**config.mk**
```make
export PLATFORM = sky130hd
export DESIGN_NAME = wwc_watchdog_wake
export DESIGN_NICKNAME = d
export VERILOG_FILES = /design/src/logic/wwc_pkg.sv /design/src/logic/wwc_watchdog_wake.sv
export SDC_FILE = /design/constraint.sdc
export NUM_CORES = 1
export LEC_CHECK = 0
export BUFFER_PORTS_ARGS = -buffer_cell sky130_fd_sc_hd__buf_2
export CAP_MARGIN = 15
export CORE_ASPECT_RATIO = 1.5
export CORE_MARGIN = 2
export CORE_UTILIZATION = 50
export DETAILED_ROUTE_END_ITERATION = 16
export PLACE_DENSITY = 0.71
export SYNTH_ARGS = -nofsm -noshare
export SYNTH_HDL_FRONTEND = slang
export SYNTH_SLANG_ARGS = --single-unit
```
**constraint.sdc**
```tcl
create_clock -name CLOCK_IN -period 3.9 [get_ports CLOCK_IN]
set_clock_uncertainty 0.15 [all_clocks]
set_input_delay 0.78 -clock CLOCK_IN [delete_from_list [all_inputs] [get_ports CLOCK_IN]]
set_output_delay 0.78 -clock CLOCK_IN [all_outputs]
set_load 0.005 [all_outputs]
```
**src/logic/wwc_pkg.sv**
```systemverilog
// Register map, field layout, reset values and state codes of the watchdog and wake-up block.
// Assumes one 200 MHz clock and an 8-bit register port with 2 address bits.
// Overview of operation
// - Wake on pin edge, interrupt or overflow
// - Halt sets power-down flag
// - Clear instruction clears power-down flag
// - Sleep overflow: timeout flag, PC/SP reset only
// - Per-pin enable for falling-edge wake
// - Pin wake resumes after halt
// - Disabled or stack-full interrupt: resume, stays pending
// - Enabled interrupt with free stack: service it
// - Request set before halt cannot wake
// - Count slow oscillator ticks near 32kHz
// - Select code picks 2^8 to 2^15
// - Key 10101 disables, 01010 enables
// - Bad key resets after fixed delay
// - Power-on key enabled, select 011
// - Key fault flag set, software clears only
// - Running timeout resets device, sets timeout flag
// - Key fault, clear or halt clears counter
// - Cause register bits 7..1 read zero
// - Halt clears counter, counts only if enabled
package wwc_pkg;
   // Clock and slow oscillator
   localparam int unsigned CLK_HZ              = 200_000_000;
   localparam int unsigned SLOW_OSC_HZ         = 32_000;
   localparam int unsigned SLOW_DIV_CYC        = CLK_HZ / SLOW_OSC_HZ;
   localparam int unsigned KEY_FAULT_DELAY_CYC = 64;

   // Register addresses
   localparam logic [1:0] ADDR_WDT_CTRL  = 2'h0;
   localparam logic [1:0] ADDR_RST_CAUSE = 2'h1;
   localparam logic [1:0] ADDR_PORT_WAKE = 2'h2;
   localparam logic [1:0] ADDR_STATUS    = 2'h3;

   // Watchdog control fields
   localparam int unsigned KEY_LSB = 3;
   localparam int unsigned KEY_MSB = 7;
   localparam int unsigned SEL_LSB = 0;
   localparam int unsigned SEL_MSB = 2;
   localparam logic [4:0]  KEY_DISABLE = 5'h15;
   localparam logic [4:0]  KEY_ENABLE  = 5'h0A;
   localparam logic [7:0]  WDT_CTRL_POR = 8'h53;
   localparam int unsigned SEL_BASE_EXP = 8;

   // Reset cause and status fields
   localparam int unsigned KEY_FLAG_BIT = 0;
   localparam int unsigned PWR_DOWN_BIT = 0;
   localparam int unsigned TIMEOUT_BIT  = 1;
   localparam logic [7:0]  PORT_WAKE_POR = 8'h00;

   // Wake cause codes
   localparam logic [1:0] CAUSE_NONE = 2'h0;
   localparam logic [1:0] CAUSE_PIN  = 2'h1;
   localparam logic [1:0] CAUSE_INT  = 2'h2;
   localparam logic [1:0] CAUSE_WDT  = 2'h3;

   typedef enum logic [1:0] {
      WWC_ST_RUN   = 2'b00,
      WWC_ST_SLEEP = 2'b01,
      WWC_ST_FAULT = 2'b10
   } wwc_state_type;
endpackage : wwc_pkg

```
**src/logic/wwc_watchdog_wake.sv**
```systemverilog
// Watchdog counter, keyed enable, reset cause flags and low-power wake-up control.
// Assumes the core gives one-cycle halt and clear strobes and keeps its own request flags.
//
// Implementation choices: the register offsets and the plain strobed port.
`timescale 1ns/10ps
module wwc_watchdog_wake #(
   parameter int unsigned PORT_A_WIDTH        = 8,
   parameter int unsigned INT_COUNT           = 8,
   parameter int unsigned SLOW_DIV_CYC        = wwc_pkg::SLOW_DIV_CYC,
   parameter int unsigned KEY_FAULT_DELAY_CYC = wwc_pkg::KEY_FAULT_DELAY_CYC
) (
   // Clock and reset
   input  wire logic                    CLOCK_IN,
   input  wire logic                    SYS_RST_IN,
   // Register port
   input  wire logic [1:0]              REG_ADDR_IN,
   input  wire logic [7:0]              REG_WDATA_IN,
   input  wire logic                    REG_WR_IN,
   input  wire logic                    REG_RD_IN,
   output logic      [7:0]              REG_RDATA_OUT,
   // Core instructions
   input  wire logic                    HALT_IN,
   input  wire logic                    WATCHDOG_CLEAR_INSTRUCTION_IN,
   // Wake sources
   input  wire logic [PORT_A_WIDTH-1:0] PORT_A_IN,
   input  wire logic [INT_COUNT-1:0]    INT_REQ_IN,
   input  wire logic [INT_COUNT-1:0]    INT_EN_IN,
   input  wire logic                    STACK_FULL_IN,
   // Core control
   output logic                         SLEEP_OUT,
   output logic                         WAKE_OUT,
   output logic      [1:0]              WAKE_CAUSE_OUT,
   output logic                         WAKE_SERVICE_OUT,
   output logic                         DEVICE_RESET_OUT,
   output logic                         PC_SP_RESET_OUT,
   // Status flags
   output logic                         POWER_DOWN_FLAG_OUT,
   output logic                         TIMEOUT_FLAG_OUT,
   output logic                         WDT_ENABLED_OUT
);
   localparam int unsigned DIV_W = $clog2(SLOW_DIV_CYC);
   localparam int unsigned FLT_W = $clog2(KEY_FAULT_DELAY_CYC + 1);

   if (PORT_A_WIDTH < 1 || PORT_A_WIDTH > 8) begin : g_bad_port
      $error("PORT_A_WIDTH must be 1 to 8");
   end
   if (INT_COUNT < 1 || SLOW_DIV_CYC < 3 || KEY_FAULT_DELAY_CYC < 1) begin : g_bad_count
      $error("INT_COUNT, SLOW_DIV_CYC or KEY_FAULT_DELAY_CYC out of range");
   end

   function automatic logic [15:0] wwc_limit(input logic [2:0] sel);
      wwc_limit = 16'h0001 << (4'(wwc_pkg::SEL_BASE_EXP) + 4'(sel));
   endfunction : wwc_limit

   // Slow oscillator tick divider
   logic [DIV_W-1:0] div_r;
   logic [DIV_W-1:0] div_nxt;
   logic             tick;

   always_comb begin
      tick    = (div_r == DIV_W'(SLOW_DIV_CYC - 1));
      div_nxt = tick ? '0 : div_r + 1'b1;
   end

   always_ff @(posedge CLOCK_IN or posedge SYS_RST_IN) begin
      if (SYS_RST_IN) begin
         div_r <= '0;
      end else begin
         div_r <= div_nxt;
      end
   end

   // Main state
   wwc_pkg::wwc_state_type   st_r, st_nxt;
   logic [7:0]               wdog_ctrl_r, wdog_ctrl_nxt;
   logic [7:0]               pin_wake_en_r, pin_wake_en_nxt;
   logic                     key_flag_r, key_flag_nxt;
   logic                     pwr_down_r, pwr_down_nxt;
   logic                     to_r, to_nxt;
   logic [15:0]              cnt_r, cnt_nxt;
   logic [FLT_W-1:0]         flt_r, flt_nxt;
   logic [PORT_A_WIDTH-1:0]  pa_prev_r;
   logic [INT_COUNT-1:0]     blocked_r, blocked_nxt;
   logic [7:0]               rdata_r, rdata_nxt;
   logic                     wake_r, wake_nxt;
   logic [1:0]               cause_r, cause_nxt;
   logic                     svc_r, svc_nxt;
   logic                     devrst_r, devrst_nxt;
   logic                     pcsp_r, pcsp_nxt;

   logic [4:0]               key;
   logic                     key_ok;
   logic                     enabled;
   logic                     ovf;
   logic                     clear_cnt;
   logic [15:0]              cnt_inc;
   logic [PORT_A_WIDTH-1:0]  pin_fall;
   logic [INT_COUNT-1:0]     new_req;
   logic                     svc;

   always_comb begin
      st_nxt      = st_r;
      wdog_ctrl_nxt   = wdog_ctrl_r;
      pin_wake_en_nxt = pin_wake_en_r;
      key_flag_nxt    = key_flag_r;
      pwr_down_nxt    = pwr_down_r;
      to_nxt      = to_r;
      flt_nxt     = flt_r;
      blocked_nxt = blocked_r & INT_REQ_IN;
      wake_nxt    = 1'b0;
      cause_nxt   = cause_r;
      svc_nxt     = 1'b0;
      devrst_nxt  = 1'b0;
      pcsp_nxt    = 1'b0;
      clear_cnt   = 1'b0;

      key     = wdog_ctrl_r[wwc_pkg::KEY_MSB:wwc_pkg::KEY_LSB];
      enabled = (key == wwc_pkg::KEY_ENABLE);
      key_ok  = enabled || (key == wwc_pkg::KEY_DISABLE);
      cnt_inc = cnt_r + 16'h0001;
      // Overflow on the tick that brings the count to the limit
      ovf     = enabled && tick && (st_r != wwc_pkg::WWC_ST_FAULT)
                && (cnt_inc == wwc_limit(wdog_ctrl_r[wwc_pkg::SEL_MSB:wwc_pkg::SEL_LSB]));

      pin_fall = pa_prev_r & ~PORT_A_IN & pin_wake_en_r[PORT_A_WIDTH-1:0];
      // Requests already pending at halt stay masked until they drop
      new_req  = INT_REQ_IN & ~blocked_r;
      svc      = (|(new_req & INT_EN_IN)) && !STACK_FULL_IN;

      // Register writes
      if (REG_WR_IN) begin
         case (REG_ADDR_IN)
            wwc_pkg::ADDR_WDT_CTRL:  wdog_ctrl_nxt   = REG_WDATA_IN;
            wwc_pkg::ADDR_RST_CAUSE: key_flag_nxt    = key_flag_r
                                                       & REG_WDATA_IN[wwc_pkg::KEY_FLAG_BIT];
            wwc_pkg::ADDR_PORT_WAKE: pin_wake_en_nxt = REG_WDATA_IN;
            default:                 pin_wake_en_nxt = pin_wake_en_r;
         endcase
      end

      case (st_r)
         wwc_pkg::WWC_ST_RUN: begin
            if (!key_ok) begin
               st_nxt  = wwc_pkg::WWC_ST_FAULT;
               flt_nxt = '0;
            end else if (ovf) begin
               devrst_nxt = 1'b1;
               to_nxt     = 1'b1;
            end else if (HALT_IN) begin
               st_nxt      = wwc_pkg::WWC_ST_SLEEP;
               pwr_down_nxt = 1'b1;
               to_nxt      = 1'b0;
               clear_cnt   = 1'b1;
               blocked_nxt = INT_REQ_IN;
            end else if (WATCHDOG_CLEAR_INSTRUCTION_IN) begin
               pwr_down_nxt = 1'b0;
               clear_cnt = 1'b1;
            end
         end
         wwc_pkg::WWC_ST_SLEEP: begin
            if (!key_ok) begin
               st_nxt  = wwc_pkg::WWC_ST_FAULT;
               flt_nxt = '0;
            end else if (ovf) begin
               st_nxt    = wwc_pkg::WWC_ST_RUN;
               wake_nxt  = 1'b1;
               cause_nxt = wwc_pkg::CAUSE_WDT;
               pcsp_nxt  = 1'b1;
               to_nxt    = 1'b1;
            end else if (|new_req) begin
               st_nxt    = wwc_pkg::WWC_ST_RUN;
               wake_nxt  = 1'b1;
               cause_nxt = wwc_pkg::CAUSE_INT;
               svc_nxt   = svc;
            end else if (|pin_fall) begin
               st_nxt    = wwc_pkg::WWC_ST_RUN;
               wake_nxt  = 1'b1;
               cause_nxt = wwc_pkg::CAUSE_PIN;
            end
         end
         wwc_pkg::WWC_ST_FAULT: begin
            // Delay runs to the end even if the key is repaired meanwhile
            if (flt_r == FLT_W'(KEY_FAULT_DELAY_CYC - 1)) begin
               st_nxt     = wwc_pkg::WWC_ST_RUN;
               devrst_nxt = 1'b1;
               key_flag_nxt  = 1'b1;
               wdog_ctrl_nxt = wwc_pkg::WDT_CTRL_POR;
               clear_cnt  = 1'b1;
            end else begin
               flt_nxt = flt_r + 1'b1;
            end
         end
         default: begin
            st_nxt = wwc_pkg::WWC_ST_RUN;
         end
      endcase

      // Counter runs in run and sleep while enabled
      if (clear_cnt || ovf) begin
         cnt_nxt = '0;
      end else if (enabled && tick && st_r != wwc_pkg::WWC_ST_FAULT) begin
         cnt_nxt = cnt_inc;
      end else begin
         cnt_nxt = cnt_r;
      end

      // Read data, valid only in the cycle after the strobe
      rdata_nxt = 8'h00;
      if (REG_RD_IN) begin
         case (REG_ADDR_IN)
            wwc_pkg::ADDR_WDT_CTRL:  rdata_nxt = wdog_ctrl_r;
            wwc_pkg::ADDR_RST_CAUSE: rdata_nxt = {7'h00, key_flag_r};
            wwc_pkg::ADDR_PORT_WAKE: rdata_nxt = pin_wake_en_r;
            wwc_pkg::ADDR_STATUS:    rdata_nxt = {5'h00, enabled, to_r, pwr_down_r};
            default:                 rdata_nxt = 8'h00;
         endcase
      end
   end

   always_ff @(posedge CLOCK_IN or posedge SYS_RST_IN) begin
      if (SYS_RST_IN) begin
         st_r      <= wwc_pkg::WWC_ST_RUN;
         wdog_ctrl_r   <= wwc_pkg::WDT_CTRL_POR;
         pin_wake_en_r <= wwc_pkg::PORT_WAKE_POR;
         key_flag_r    <= 1'b0;
         pwr_down_r    <= 1'b0;
         to_r      <= 1'b0;
         cnt_r     <= 16'h0000;
         flt_r     <= '0;
         pa_prev_r <= '0;
         blocked_r <= '0;
         rdata_r   <= 8'h00;
         wake_r    <= 1'b0;
         cause_r   <= wwc_pkg::CAUSE_NONE;
         svc_r     <= 1'b0;
         devrst_r  <= 1'b0;
         pcsp_r    <= 1'b0;
      end else begin
         st_r      <= st_nxt;
         wdog_ctrl_r   <= wdog_ctrl_nxt;
         pin_wake_en_r <= pin_wake_en_nxt;
         key_flag_r    <= key_flag_nxt;
         pwr_down_r    <= pwr_down_nxt;
         to_r      <= to_nxt;
         cnt_r     <= cnt_nxt;
         flt_r     <= flt_nxt;
         pa_prev_r <= PORT_A_IN;
         blocked_r <= blocked_nxt;
         rdata_r   <= rdata_nxt;
         wake_r    <= wake_nxt;
         cause_r   <= cause_nxt;
         svc_r     <= svc_nxt;
         devrst_r  <= devrst_nxt;
         pcsp_r    <= pcsp_nxt;
      end
   end

   assign REG_RDATA_OUT       = rdata_r;
   assign SLEEP_OUT           = (st_r == wwc_pkg::WWC_ST_SLEEP);
   assign WAKE_OUT            = wake_r;
   assign WAKE_CAUSE_OUT      = cause_r;
   assign WAKE_SERVICE_OUT    = svc_r;
   assign DEVICE_RESET_OUT    = devrst_r;
   assign PC_SP_RESET_OUT     = pcsp_r;
   assign POWER_DOWN_FLAG_OUT = pwr_down_r;
   assign TIMEOUT_FLAG_OUT    = to_r;
   assign WDT_ENABLED_OUT     = enabled;

   // Checks
   a_halt_enters_sleep: assert property (@(posedge CLOCK_IN) disable iff (SYS_RST_IN)
      st_r == wwc_pkg::WWC_ST_RUN && key_ok && !ovf && HALT_IN
      |=> SLEEP_OUT && POWER_DOWN_FLAG_OUT && !TIMEOUT_FLAG_OUT && cnt_r == 16'h0000)
      else $error("halt did not enter sleep with flags set");

   a_clear_drops_pdf: assert property (@(posedge CLOCK_IN) disable iff (SYS_RST_IN)
      st_r == wwc_pkg::WWC_ST_RUN && key_ok && !ovf && !HALT_IN && WATCHDOG_CLEAR_INSTRUCTION_IN
      |=> !POWER_DOWN_FLAG_OUT && cnt_r == 16'h0000)
      else $error("clear instruction left power-down flag or count");

   a_sleep_ovf_wake: assert property (@(posedge CLOCK_IN) disable iff (SYS_RST_IN)
      st_r == wwc_pkg::WWC_ST_SLEEP && key_ok && ovf
      |=> PC_SP_RESET_OUT && TIMEOUT_FLAG_OUT && !DEVICE_RESET_OUT
          && $stable(POWER_DOWN_FLAG_OUT) && WAKE_CAUSE_OUT == wwc_pkg::CAUSE_WDT)
      else $error("sleep overflow did not give a PC/SP reset wake");

   a_pin_wake: assert property (@(posedge CLOCK_IN) disable iff (SYS_RST_IN)
      st_r == wwc_pkg::WWC_ST_SLEEP && key_ok && !ovf && new_req == '0 && pin_fall != '0
      |=> WAKE_OUT && !WAKE_SERVICE_OUT && !SLEEP_OUT && WAKE_CAUSE_OUT == wwc_pkg::CAUSE_PIN)
      else $error("enabled pin falling edge did not wake");

   a_int_service: assert property (@(posedge CLOCK_IN) disable iff (SYS_RST_IN)
      st_r == wwc_pkg::WWC_ST_SLEEP && key_ok && !ovf && new_req != '0
      |=> WAKE_OUT && WAKE_SERVICE_OUT == $past(svc) && WAKE_CAUSE_OUT == wwc_pkg::CAUSE_INT)
      else $error("interrupt wake gave wrong service choice");

   a_old_req_blocked: assert property (@(posedge CLOCK_IN) disable iff (SYS_RST_IN)
      st_r == wwc_pkg::WWC_ST_RUN && key_ok && !ovf && HALT_IN
      ##1 (INT_REQ_IN == $past(INT_REQ_IN) && PORT_A_IN == pa_prev_r && !ovf && key_ok)
      |=> !WAKE_OUT)
      else $error("request pending at halt woke the device");

   a_limit_exact: assert property (@(posedge CLOCK_IN) disable iff (SYS_RST_IN)
      ovf |-> cnt_r == wwc_limit(wdog_ctrl_r[wwc_pkg::SEL_MSB:wwc_pkg::SEL_LSB]) - 16'h0001
      ##1 cnt_r == 16'h0000)
      else $error("overflow not at selected limit");

   a_disabled_holds: assert property (@(posedge CLOCK_IN) disable iff (SYS_RST_IN)
      key == wwc_pkg::KEY_DISABLE && !REG_WR_IN && !HALT_IN && !WATCHDOG_CLEAR_INSTRUCTION_IN
      |=> $stable(cnt_r) && !DEVICE_RESET_OUT && !PC_SP_RESET_OUT)
      else $error("disabled watchdog counted or reset");

   a_fault_end: assert property (@(posedge CLOCK_IN) disable iff (SYS_RST_IN)
      st_r == wwc_pkg::WWC_ST_FAULT && flt_r == FLT_W'(KEY_FAULT_DELAY_CYC - 1)
      |=> DEVICE_RESET_OUT && key_flag_r && wdog_ctrl_r == wwc_pkg::WDT_CTRL_POR
          && cnt_r == 16'h0000)
      else $error("key fault did not reset with flag and default control");

   a_run_timeout: assert property (@(posedge CLOCK_IN) disable iff (SYS_RST_IN)
      st_r == wwc_pkg::WWC_ST_RUN && key_ok && ovf
      |=> DEVICE_RESET_OUT && TIMEOUT_FLAG_OUT && !PC_SP_RESET_OUT ##1 !DEVICE_RESET_OUT)
      else $error("running timeout did not reset device");

   a_cause_reserved: assert property (@(posedge CLOCK_IN) disable iff (SYS_RST_IN)
      REG_RD_IN && REG_ADDR_IN == wwc_pkg::ADDR_RST_CAUSE
      |=> REG_RDATA_OUT[7:1] == 7'h00 && REG_RDATA_OUT[0] == $past(key_flag_r))
      else $error("reset cause read shows reserved bits");

   // Further invariants: tick, power-on defaults, flags, sleep counting, wake pulse, stack full, reset kind and fault
   a_tick_period: assert property (@(posedge CLOCK_IN) disable iff (SYS_RST_IN)
      tick |=> !tick)
      else $error("slow tick lasted more than one cycle");

   a_por_defaults: assert property (@(posedge CLOCK_IN) disable iff (SYS_RST_IN)
      $fell(SYS_RST_IN) |-> wdog_ctrl_r == wwc_pkg::WDT_CTRL_POR && !key_flag_r && !pwr_down_r)
      else $error("power-on control or flags wrong");

   a_key_flag_hold: assert property (@(posedge CLOCK_IN) disable iff (SYS_RST_IN)
      key_flag_r && !(REG_WR_IN && REG_ADDR_IN == wwc_pkg::ADDR_RST_CAUSE
                      && !REG_WDATA_IN[wwc_pkg::KEY_FLAG_BIT])
      |=> key_flag_r)
      else $error("key fault flag dropped without software clear");

   a_key_flag_set: assert property (@(posedge CLOCK_IN) disable iff (SYS_RST_IN)
      !key_flag_r && !(st_r == wwc_pkg::WWC_ST_FAULT && flt_r == FLT_W'(KEY_FAULT_DELAY_CYC - 1))
      |=> !key_flag_r)
      else $error("key fault flag set without fault reset");

   a_pdf_source: assert property (@(posedge CLOCK_IN) disable iff (SYS_RST_IN)
      $changed(pwr_down_r) |-> $past(HALT_IN) || $past(WATCHDOG_CLEAR_INSTRUCTION_IN))
      else $error("power-down flag moved without halt or clear");

   a_sleep_counts: assert property (@(posedge CLOCK_IN) disable iff (SYS_RST_IN)
      st_r == wwc_pkg::WWC_ST_SLEEP && key_ok && enabled && tick && !ovf
      |=> cnt_r == $past(cnt_r) + 16'h0001)
      else $error("enabled watchdog stopped counting in sleep");

   a_wake_pulse: assert property (@(posedge CLOCK_IN) disable iff (SYS_RST_IN)
      WAKE_OUT |-> !SLEEP_OUT ##1 !WAKE_OUT)
      else $error("wake pulse longer than one cycle or still asleep");

   a_stack_full_resume: assert property (@(posedge CLOCK_IN) disable iff (SYS_RST_IN)
      st_r == wwc_pkg::WWC_ST_SLEEP && key_ok && !ovf && new_req != '0 && STACK_FULL_IN
      |=> WAKE_OUT && !WAKE_SERVICE_OUT)
      else $error("interrupt serviced with a full stack");

   a_sleep_reset_only: assert property (@(posedge CLOCK_IN) disable iff (SYS_RST_IN)
      PC_SP_RESET_OUT |-> WAKE_OUT && !DEVICE_RESET_OUT)
      else $error("sleep overflow gave a full device reset");

   a_fault_no_sleep: assert property (@(posedge CLOCK_IN) disable iff (SYS_RST_IN)
      st_r == wwc_pkg::WWC_ST_FAULT |=> !SLEEP_OUT)
      else $error("halt accepted during key fault delay");
endmodule : wwc_watchdog_wake

```
==> metrics.md, run 1 <==
| Metric | Value |
|---|---|
| TritonCTS clock tree | done |
| Post-cts sizing count | 0 |
| Hold Crit Start | key_flag_r |
| Routability congestion estimate from global placement | 0.921 |
| Maximum root-to-sink buffer count | 2 |
| Worst r2r path cells | 8 |
| Initial antenna violation count | 0 |
| Via/cell ratio | 5.71 |
| Post-synth EDFFs | 0 |
| Placement Rows | 42 |
| Area of the multi-input gates | 2200 um2 |
| Hold buffers post-CTS | 0 |
| Synth Register Bits | 87 |
| Leakage | 2.33 nW |
| Main synth FF type | dfrtp_1 |
| Final period util | 0.818 |
| Die area | 9870 um2 |
| First-pass GRT wire length | 16.6 mm |
| Synth async-reset ratio | 1.00 |
| H-tree Lvls | 3 |
| Root Driver | clkbuf_16 |
| Synth warn | 0 |
| FMAX | 0.313 GHz |
| Mapped Cells | 434 |
| TritonRoute pass-1 iters | 6 |
| Power, Total | 2.20 mW |
| Worst slew pin tran | 0.971 ns |
| Core box area | 8830 um2 |
| Final setup viols | 0 |
| Max FO, Critical Path | 16 |
| Crit Reg-Reg Endpoint | cnt_r[2] |
| WL/cell | 16.5 um |
| IO buf count | 58 |
| Mapped Nets | 480 |
| WP data arrival | 3.24 ns |
| Sequential share of the synthesized area | 0.481 |
| Largest net degree at the start of global routing | 59 |
| Crit path required time | 3.95 ns |
| # fillers | 766 |
| Avg Cell Area, Syn | 10.5 um2 |
| Die Span X | 81.8 um |
| Fin. max-slew vios | 0 |
| Peak supply drop | 263 uV |
| Fin Setup TNS | 0 ns |
| Fin nets | 537 |
| Max Cap Viol | 0 |
| TritonCTS Buffers | 9 |
| RSZ-0062 raised after global routing | no |
| DP Wirelength | 7.53 mm |
| Number of I/O pins | 59 |
| Via count | 3446 |
| Hold EP | key_flag_r |
| Reg2Reg Setup Slack | 0.71 ns |
| Synthesis-to-layout area growth | 13.8% |
| Final WL | 9.99 mm |
| Register area | 2180 um2 |
| Clk_lat worst skew | 0.34 ns |
| Setup bufs post-CTS | 0 |
| Final Hold Fails | 0 |
| Diodes inserted | 0 |
| Die H | 121 um |
| Crit. End Element | register |
| GRT Resource Usage Total | 0.221 |
| WS Path Type | reg -> reg |
| Run status | finished, final reports clean |
| Layout cells sized above 1 | 0.229 |
| Post-DRT Antenna Nets | 0 |
| Synth cell types | 71 |
| Starting Density | 0.514 |
| Drc violations | 0 |
| Minimum clock period | 3.19 ns |
| Reg2reg start | cnt_r[0] |
| Vias in the first global route | 3476 |
| Element type at the critical path start | register |
| DRT iter0 DRCs | 178 |
| Worst hold path depth | 2 |
| Worst-path clk slew | 0.06 ns |
| Worst slew margin | 0.352 |
| Hold Path Class | reg -> reg |
| Synthesized area | 4540 um2 |
| Clock sinks | 87 |
| Pwr Density | 427 nW/um2 |
| Gr ovfl total | 0 |
metrics by stage:
step / area, um2 / instances / setup slack (ns) / hold slack [ns] / utilization
3_5_place_dp: 4880 / 590 / 0.695 / 0.317 / 0.553
4_1_cts: 5160 / 604 / 0.687 / 0.330 / 0.585
6_report: 5160 / 604 / 0.708 / 0.326 / 0.585
5_1_grt: 5160 / 604 / 0.478 / 0.351 / 0.585
3_3_place_gp: 4880 / 590 / 0.881 / 0.311 / 0.553
2_1_floorplan: 4540 / 434 / 0.726 / 0.290 / -
final cells by class:
type	count	area share
repair buffers	62	0.0620
clock buffers	14	0.0550
flip-flops and latches	87	0.423
well taps	110	0.0267
multi-input cells	321	0.426
inverters	10	0.00751
Yosys cell counts (4+ instances only):
| cell | n | share of area |
|---|---|---|
| ha_1 | 5 | 0.014 |
| o21a_1 | 8 | 0.013 |
| mux2_2 | 9 | 0.022 |
| and2_1 | 5 | 0.0069 |
| nand4_1 | 11 | 0.015 |
| buf_6 | 6 | 0.015 |
| a21oi_1 | 6 | 0.0066 |
| xor2_1 | 19 | 0.037 |
| inv_1 | 10 | 0.0083 |
| clkbuf_1 | 5 | 0.0041 |
| nor2_1 | 59 | 0.049 |
| dfrtp_1 | 83 | 0.46 |
| nor2b_1 | 11 | 0.015 |
| and3_1 | 5 | 0.0069 |
| o21ai_0 | 4 | 0.0044 |
| nand3_1 | 18 | 0.020 |
| nand3b_1 | 6 | 0.0099 |
| nor3_1 | 11 | 0.012 |
| nor4_1 | 9 | 0.012 |
| mux2i_1 | 16 | 0.035 |
| xnor2_1 | 17 | 0.033 |
| nand2_1 | 33 | 0.027 |
| dfstp_2 | 4 | 0.023 |
worst max path at each step:
| stage | from | end | depth (start not counted) |
|---|---|---|---|
| 2_1_floorplan | SYS_RST_IN | DEVICE_RESET_OUT | 1 |
| 3_3_place_gp | cnt_r[0] | cnt_r[4] | 8 |
| 3_5_place_dp | cnt_r[0] | cnt_r[2] | 8 |
| 4_1_cts | cnt_r[0] | cnt_r[2] | 8 |
| 5_1_grt | cnt_r[0] | cnt_r[14] | 8 |
| 6_report | cnt_r[0] | cnt_r[2] | 8 |
sequential cells by signal, summed over array words and instances (netlist names), 7 cells and up:
| name | flops |
|---|---|
| REG_RDATA_OUT | 8 |
| blocked_r | 8 |
| cnt_r | 16 |
| div_r | 13 |
| flt_r | 7 |
| pa_prev_r | 8 |
| pin_wake_en_r | 8 |
| wdog_ctrl_r | 8 |
power by group:
group	internal, mW	total, mW	switching [mW]
sequential	0.995	1.08	0.0852
combinational	0.150	0.305	0.155
clock	0.494	0.818	0.324
per-layer routing:
layer / routed length [um] / vias up / global-route usage / share of wire
met5: 0 / - / 0 / 0
met4: 316 / 0 / 0.100 / 0.032
met3: 336 / 20 / 0.0500 / 0.034
met2: 5320 / 71 / 0.374 / 0.53
met1: 4020 / 1708 / 0.263 / 0.40
li1: - / 1647 / - / -
critical path, cell delays in order, from the launching register on:
cell,delay (ns)
dfrtp_1,0.44
ha_1,0.30
nand4_2,0.24
o31a_2,0.42
or2_1,0.27
nor4b_2,0.32
a211oi_1,0.15
o21ai_2,0.63
nor2_1,0.12
cells in the final DEF, fill, tap and decap left out, types with 4 or more instances in the layout:
master / n
nand3b_1: 6
a21oi_1: 6
dfrtp_1: 83
nor4_1: 9
and3_1: 5
buf_2: 58
nand3_1: 18
nand4_1: 11
nor2b_1: 11
buf_4: 4
dfstp_2: 4
o21a_1: 8
mux2_2: 9
and2_1: 5
xor2_1: 19
clkbuf_16: 9
ha_1: 5
nor3_1: 11
mux2i_1: 16
o21ai_0: 4
inv_1: 9
xnor2_1: 17
nand2_1: 33
clkbuf_8: 4
nor2_1: 59
logic make-up (layout without fill, tap and decap cells):
group | count (synthesis) | after routing | synth area share
AO/OA/AOI/OAI | 52 | 52 | 0.0877
XOR/XNOR | 37 | 37 | 0.0744
adder cells (fa/ha/maj) | 5 | 5 | 0.0138
buffers and inverters | 26 | 86 | 0.0342
flip-flops | 87 | 87 | 0.481
multiplexers | 26 | 26 | 0.0626
AND/OR/NAND/NOR | 201 | 201 | 0.246
(Power assumes the default switching activity.)
==> run 2, diff against run 1 <==
- clock period: 3.9 -> 2.95 ns (I/O delays scaled with it)
==> metrics.md, run 2 (synthesis gave the netlist of run 1 again) <==
| Metric | Value |
|---|---|
| H-tree Lvls | 3 (unchanged) |
| WP data arrival | 2.96 ns (was 3.24 ns) |
| Die area | 9870 um2 (unchanged) |
| Combinational share of power | 0.139 (was 0.138) |
| Switching share of total power | 0.260 (was 0.256) |
| Pwr Density | 573 nW/um2 (was 427 nW/um2) |
| Worst slew pin tran | 0.562 ns (was 0.971 ns) |
| Via/cell ratio | 5.67 (was 5.71) |
| DP Wirelength | 7.47 mm (was 7.53 mm) |
| Vias in the first global route | 3606 (was 3476) |
| Worst r2r path cells | 7 (was 8) |
| Power share of the clock group | 0.403 (was 0.371) |
| Placement Rows | 42 (unchanged) |
| Fin nets | 554 (was 537) |
| FMAX | 0.352 GHz (was 0.313 GHz) |
| Final setup viols | 0 (unchanged) |
| Hold_ws | 0.192 ns (was 0.326 ns) |
| Final cell count without fillers | 623 (was 604) |
| Core box area | 8830 um2 (unchanged) |
| Net switching power | 805 uW (was 564 uW) |
| Final Hold Fails | 0 (unchanged) |
| Worst-path clk slew | 0.06 ns (about the same) |
| Power, Total | 3.10 mW (was 2.20 mW) |
| Fin. max-slew vios | 0 (unchanged) |
| Reg2reg start | cnt_r[3] (was cnt_r[0]) |
| Area of the multi-input gates | 2250 um2 (was 2200 um2) |
| Element type at the critical path start | register (unchanged) |
| TritonCTS Buffers | 9 (unchanged) |
| Initial antenna violation count | 0 (unchanged) |
| Crit path required time | 3.07 ns (was 3.95 ns) |
| Peak supply drop | 341 uV (was 263 uV) |
| Commonest cells after routing, fill and taps aside | 83 x dfrtp_1, 59 x nor2_1, 58 x buf_2 (unchanged) |
| Post-layout util | 0.612 (was 0.585) |
| Final worst slack | 0.111 ns (was 0.708 ns) |
| Maximum root-to-sink buffer count | 2 (unchanged) |
| Final period util | 0.962 (was 0.818) |
| Drc violations | 0 (unchanged) |
| Hold Path Class | in -> async (was reg -> reg) |
| Number of I/O pins | 59 (unchanged) |
| DRT iter0 DRCs | 238 (was 178) |
| Post-DRT Antenna Nets | 0 (unchanged) |
| Minimum clock period | 2.84 ns (was 3.19 ns) |
| Max Cap Viol | 0 (unchanged) |
| Final instance area | 5410 um2 (was 5160 um2) |
| Register area | 2180 um2 (unchanged) |
| Final WL | 10.3 mm (was 9.99 mm) |
| Layout cells sized above 1 | 0.271 (was 0.229) |
| Die Span X | 81.8 um (unchanged) |
| Largest net degree at the start of global routing | 88 (was 59) |
| First-pass GRT wire length | 16.8 mm (was 16.6 mm) |
| CP endpoint | WAKE_CAUSE_OUT[0] (was cnt_r[2]) |
| Synthesis-to-layout area growth | 19.1% (was 13.8%) |
| Top flop regs | cnt_r (16), div_r (13) (unchanged) |
| Gr ovfl total | 0 (unchanged) |
| TritonCTS clock tree | done (unchanged) |
| Via count | 3532 (was 3446) |
| Seq pwr share | 0.458 (was 0.490) |
| Starting Density | 0.514 (unchanged) |
| Root Driver | clkbuf_16 (unchanged) |
| Fin Setup TNS | 0 ns (unchanged) |
| WS Path Type | reg -> reg (unchanged) |
| WL/cell | 16.5 um (about the same) |
| CP startpoint | cnt_r[3] (was cnt_r[0]) |
| Post-placement setup slack | 0.00814 ns (was 0.695 ns) |
| TritonRoute pass-1 iters | 4 (was 6) |
| Post-Place Cells | 607 (was 590) |
| Max FO, Critical Path | 9 (was 16) |
| Top reg by flops | cnt_r (unchanged) |
| Clk_lat worst skew | 0.35 ns (was 0.34 ns) |
| Clock sinks | 87 (unchanged) |
| IO buf count | 58 (unchanged) |
| Max reg flops | 16 (unchanged) |
| Diodes inserted | 0 (unchanged) |
| Routability congestion estimate from global placement | 0.889 (was 0.921) |
| Crit. End Element | register (unchanged) |
| Leakage | 2.46 nW (was 2.33 nW) |
| Internal Pwr Total | 2.29 mW (was 1.64 mW) |
| Commonest non-fill, non-tap cell in the layout | dfrtp_1 (unchanged) |
| # fillers | 751 (was 766) |
| Reg2Reg Setup Slack | 0.11 ns (was 0.71 ns) |
| GRT Resource Usage Total | 0.225 (was 0.221) |
| Run status | finished, final reports clean (unchanged) |
| Die H | 121 um (unchanged) |
| Crit Reg-Reg Endpoint | WAKE_CAUSE_OUT[0] (was cnt_r[2]) |
| Worst slew margin | 0.623 (was 0.352) |
| Placed cell area | 5020 um2 (was 4880 um2) |
run 2: how the worst min path moves through the flow:
stage / slack [ns] / end / startpoint
floorplan: 0.29 / key_flag_r / key_flag_r
global placement: 0.31 / key_flag_r / key_flag_r
detailed placement: 0.33 / div_r[4] / div_r[4]
CTS: 0.20 / pa_prev_r[2] / PORT_A_IN[2]
global route: 0.20 / pa_prev_r[2] / PORT_A_IN[2]
finish: 0.19 / REG_RDATA_OUT[4] / SYS_RST_IN
run 2: power groups by stage:
stage | Sequential, mW | Combinational, mW | Clock (mW)
2_1_floorplan | 1.41 | 0.301 | 0
3_5_place_dp | 1.44 | 0.420 | 0
4_1_cts | 1.42 | 0.430 | 1.27
5_1_grt | 1.44 | 0.486 | 1.32
6_report | 1.42 | 0.430 | 1.25
3_3_place_gp | 1.43 | 0.408 | 0
run 2: metal layers:
layer / GRT usage / vias up / wire length, um
met5: 0 / - / 0
met4: 0.122 / 0 / 323
met3: 0.0291 / 23 / 310
met2: 0.381 / 65 / 5470
met1: 0.272 / 1756 / 4170
li1: - / 1688 / -
run 2: worst max-delay path, cell delays in order, from the launching register on:
cell	delay, ns
dfrtp_1	0.52
nand4_2	0.25
o31a_2	0.43
or2_1	0.29
nor4b_4	0.34
a211oi_2	0.13
or4_4	0.52
o21ai_2	0.15
run 2: repair_timing:
item / in CTS / in global routing
gates resized for setup: 1 / 8
hold buffers: 0 / 0
buffers inserted: 0 / 0
endpoints found under the setup margin: 3 / 29
pin swaps: 0 / 2
run 2: final cells by class:
| class | count | area share |
|---|---|---|
| clock buffers | 10 | 0.0442 |
| clock inverters | 6 | 0.0169 |
| inverters | 10 | 0.00764 |
| multi-input cells | 321 | 0.416 |
| flip-flops and latches | 87 | 0.404 |
| well taps | 110 | 0.0255 |
| repair buffers | 79 | 0.0859 |
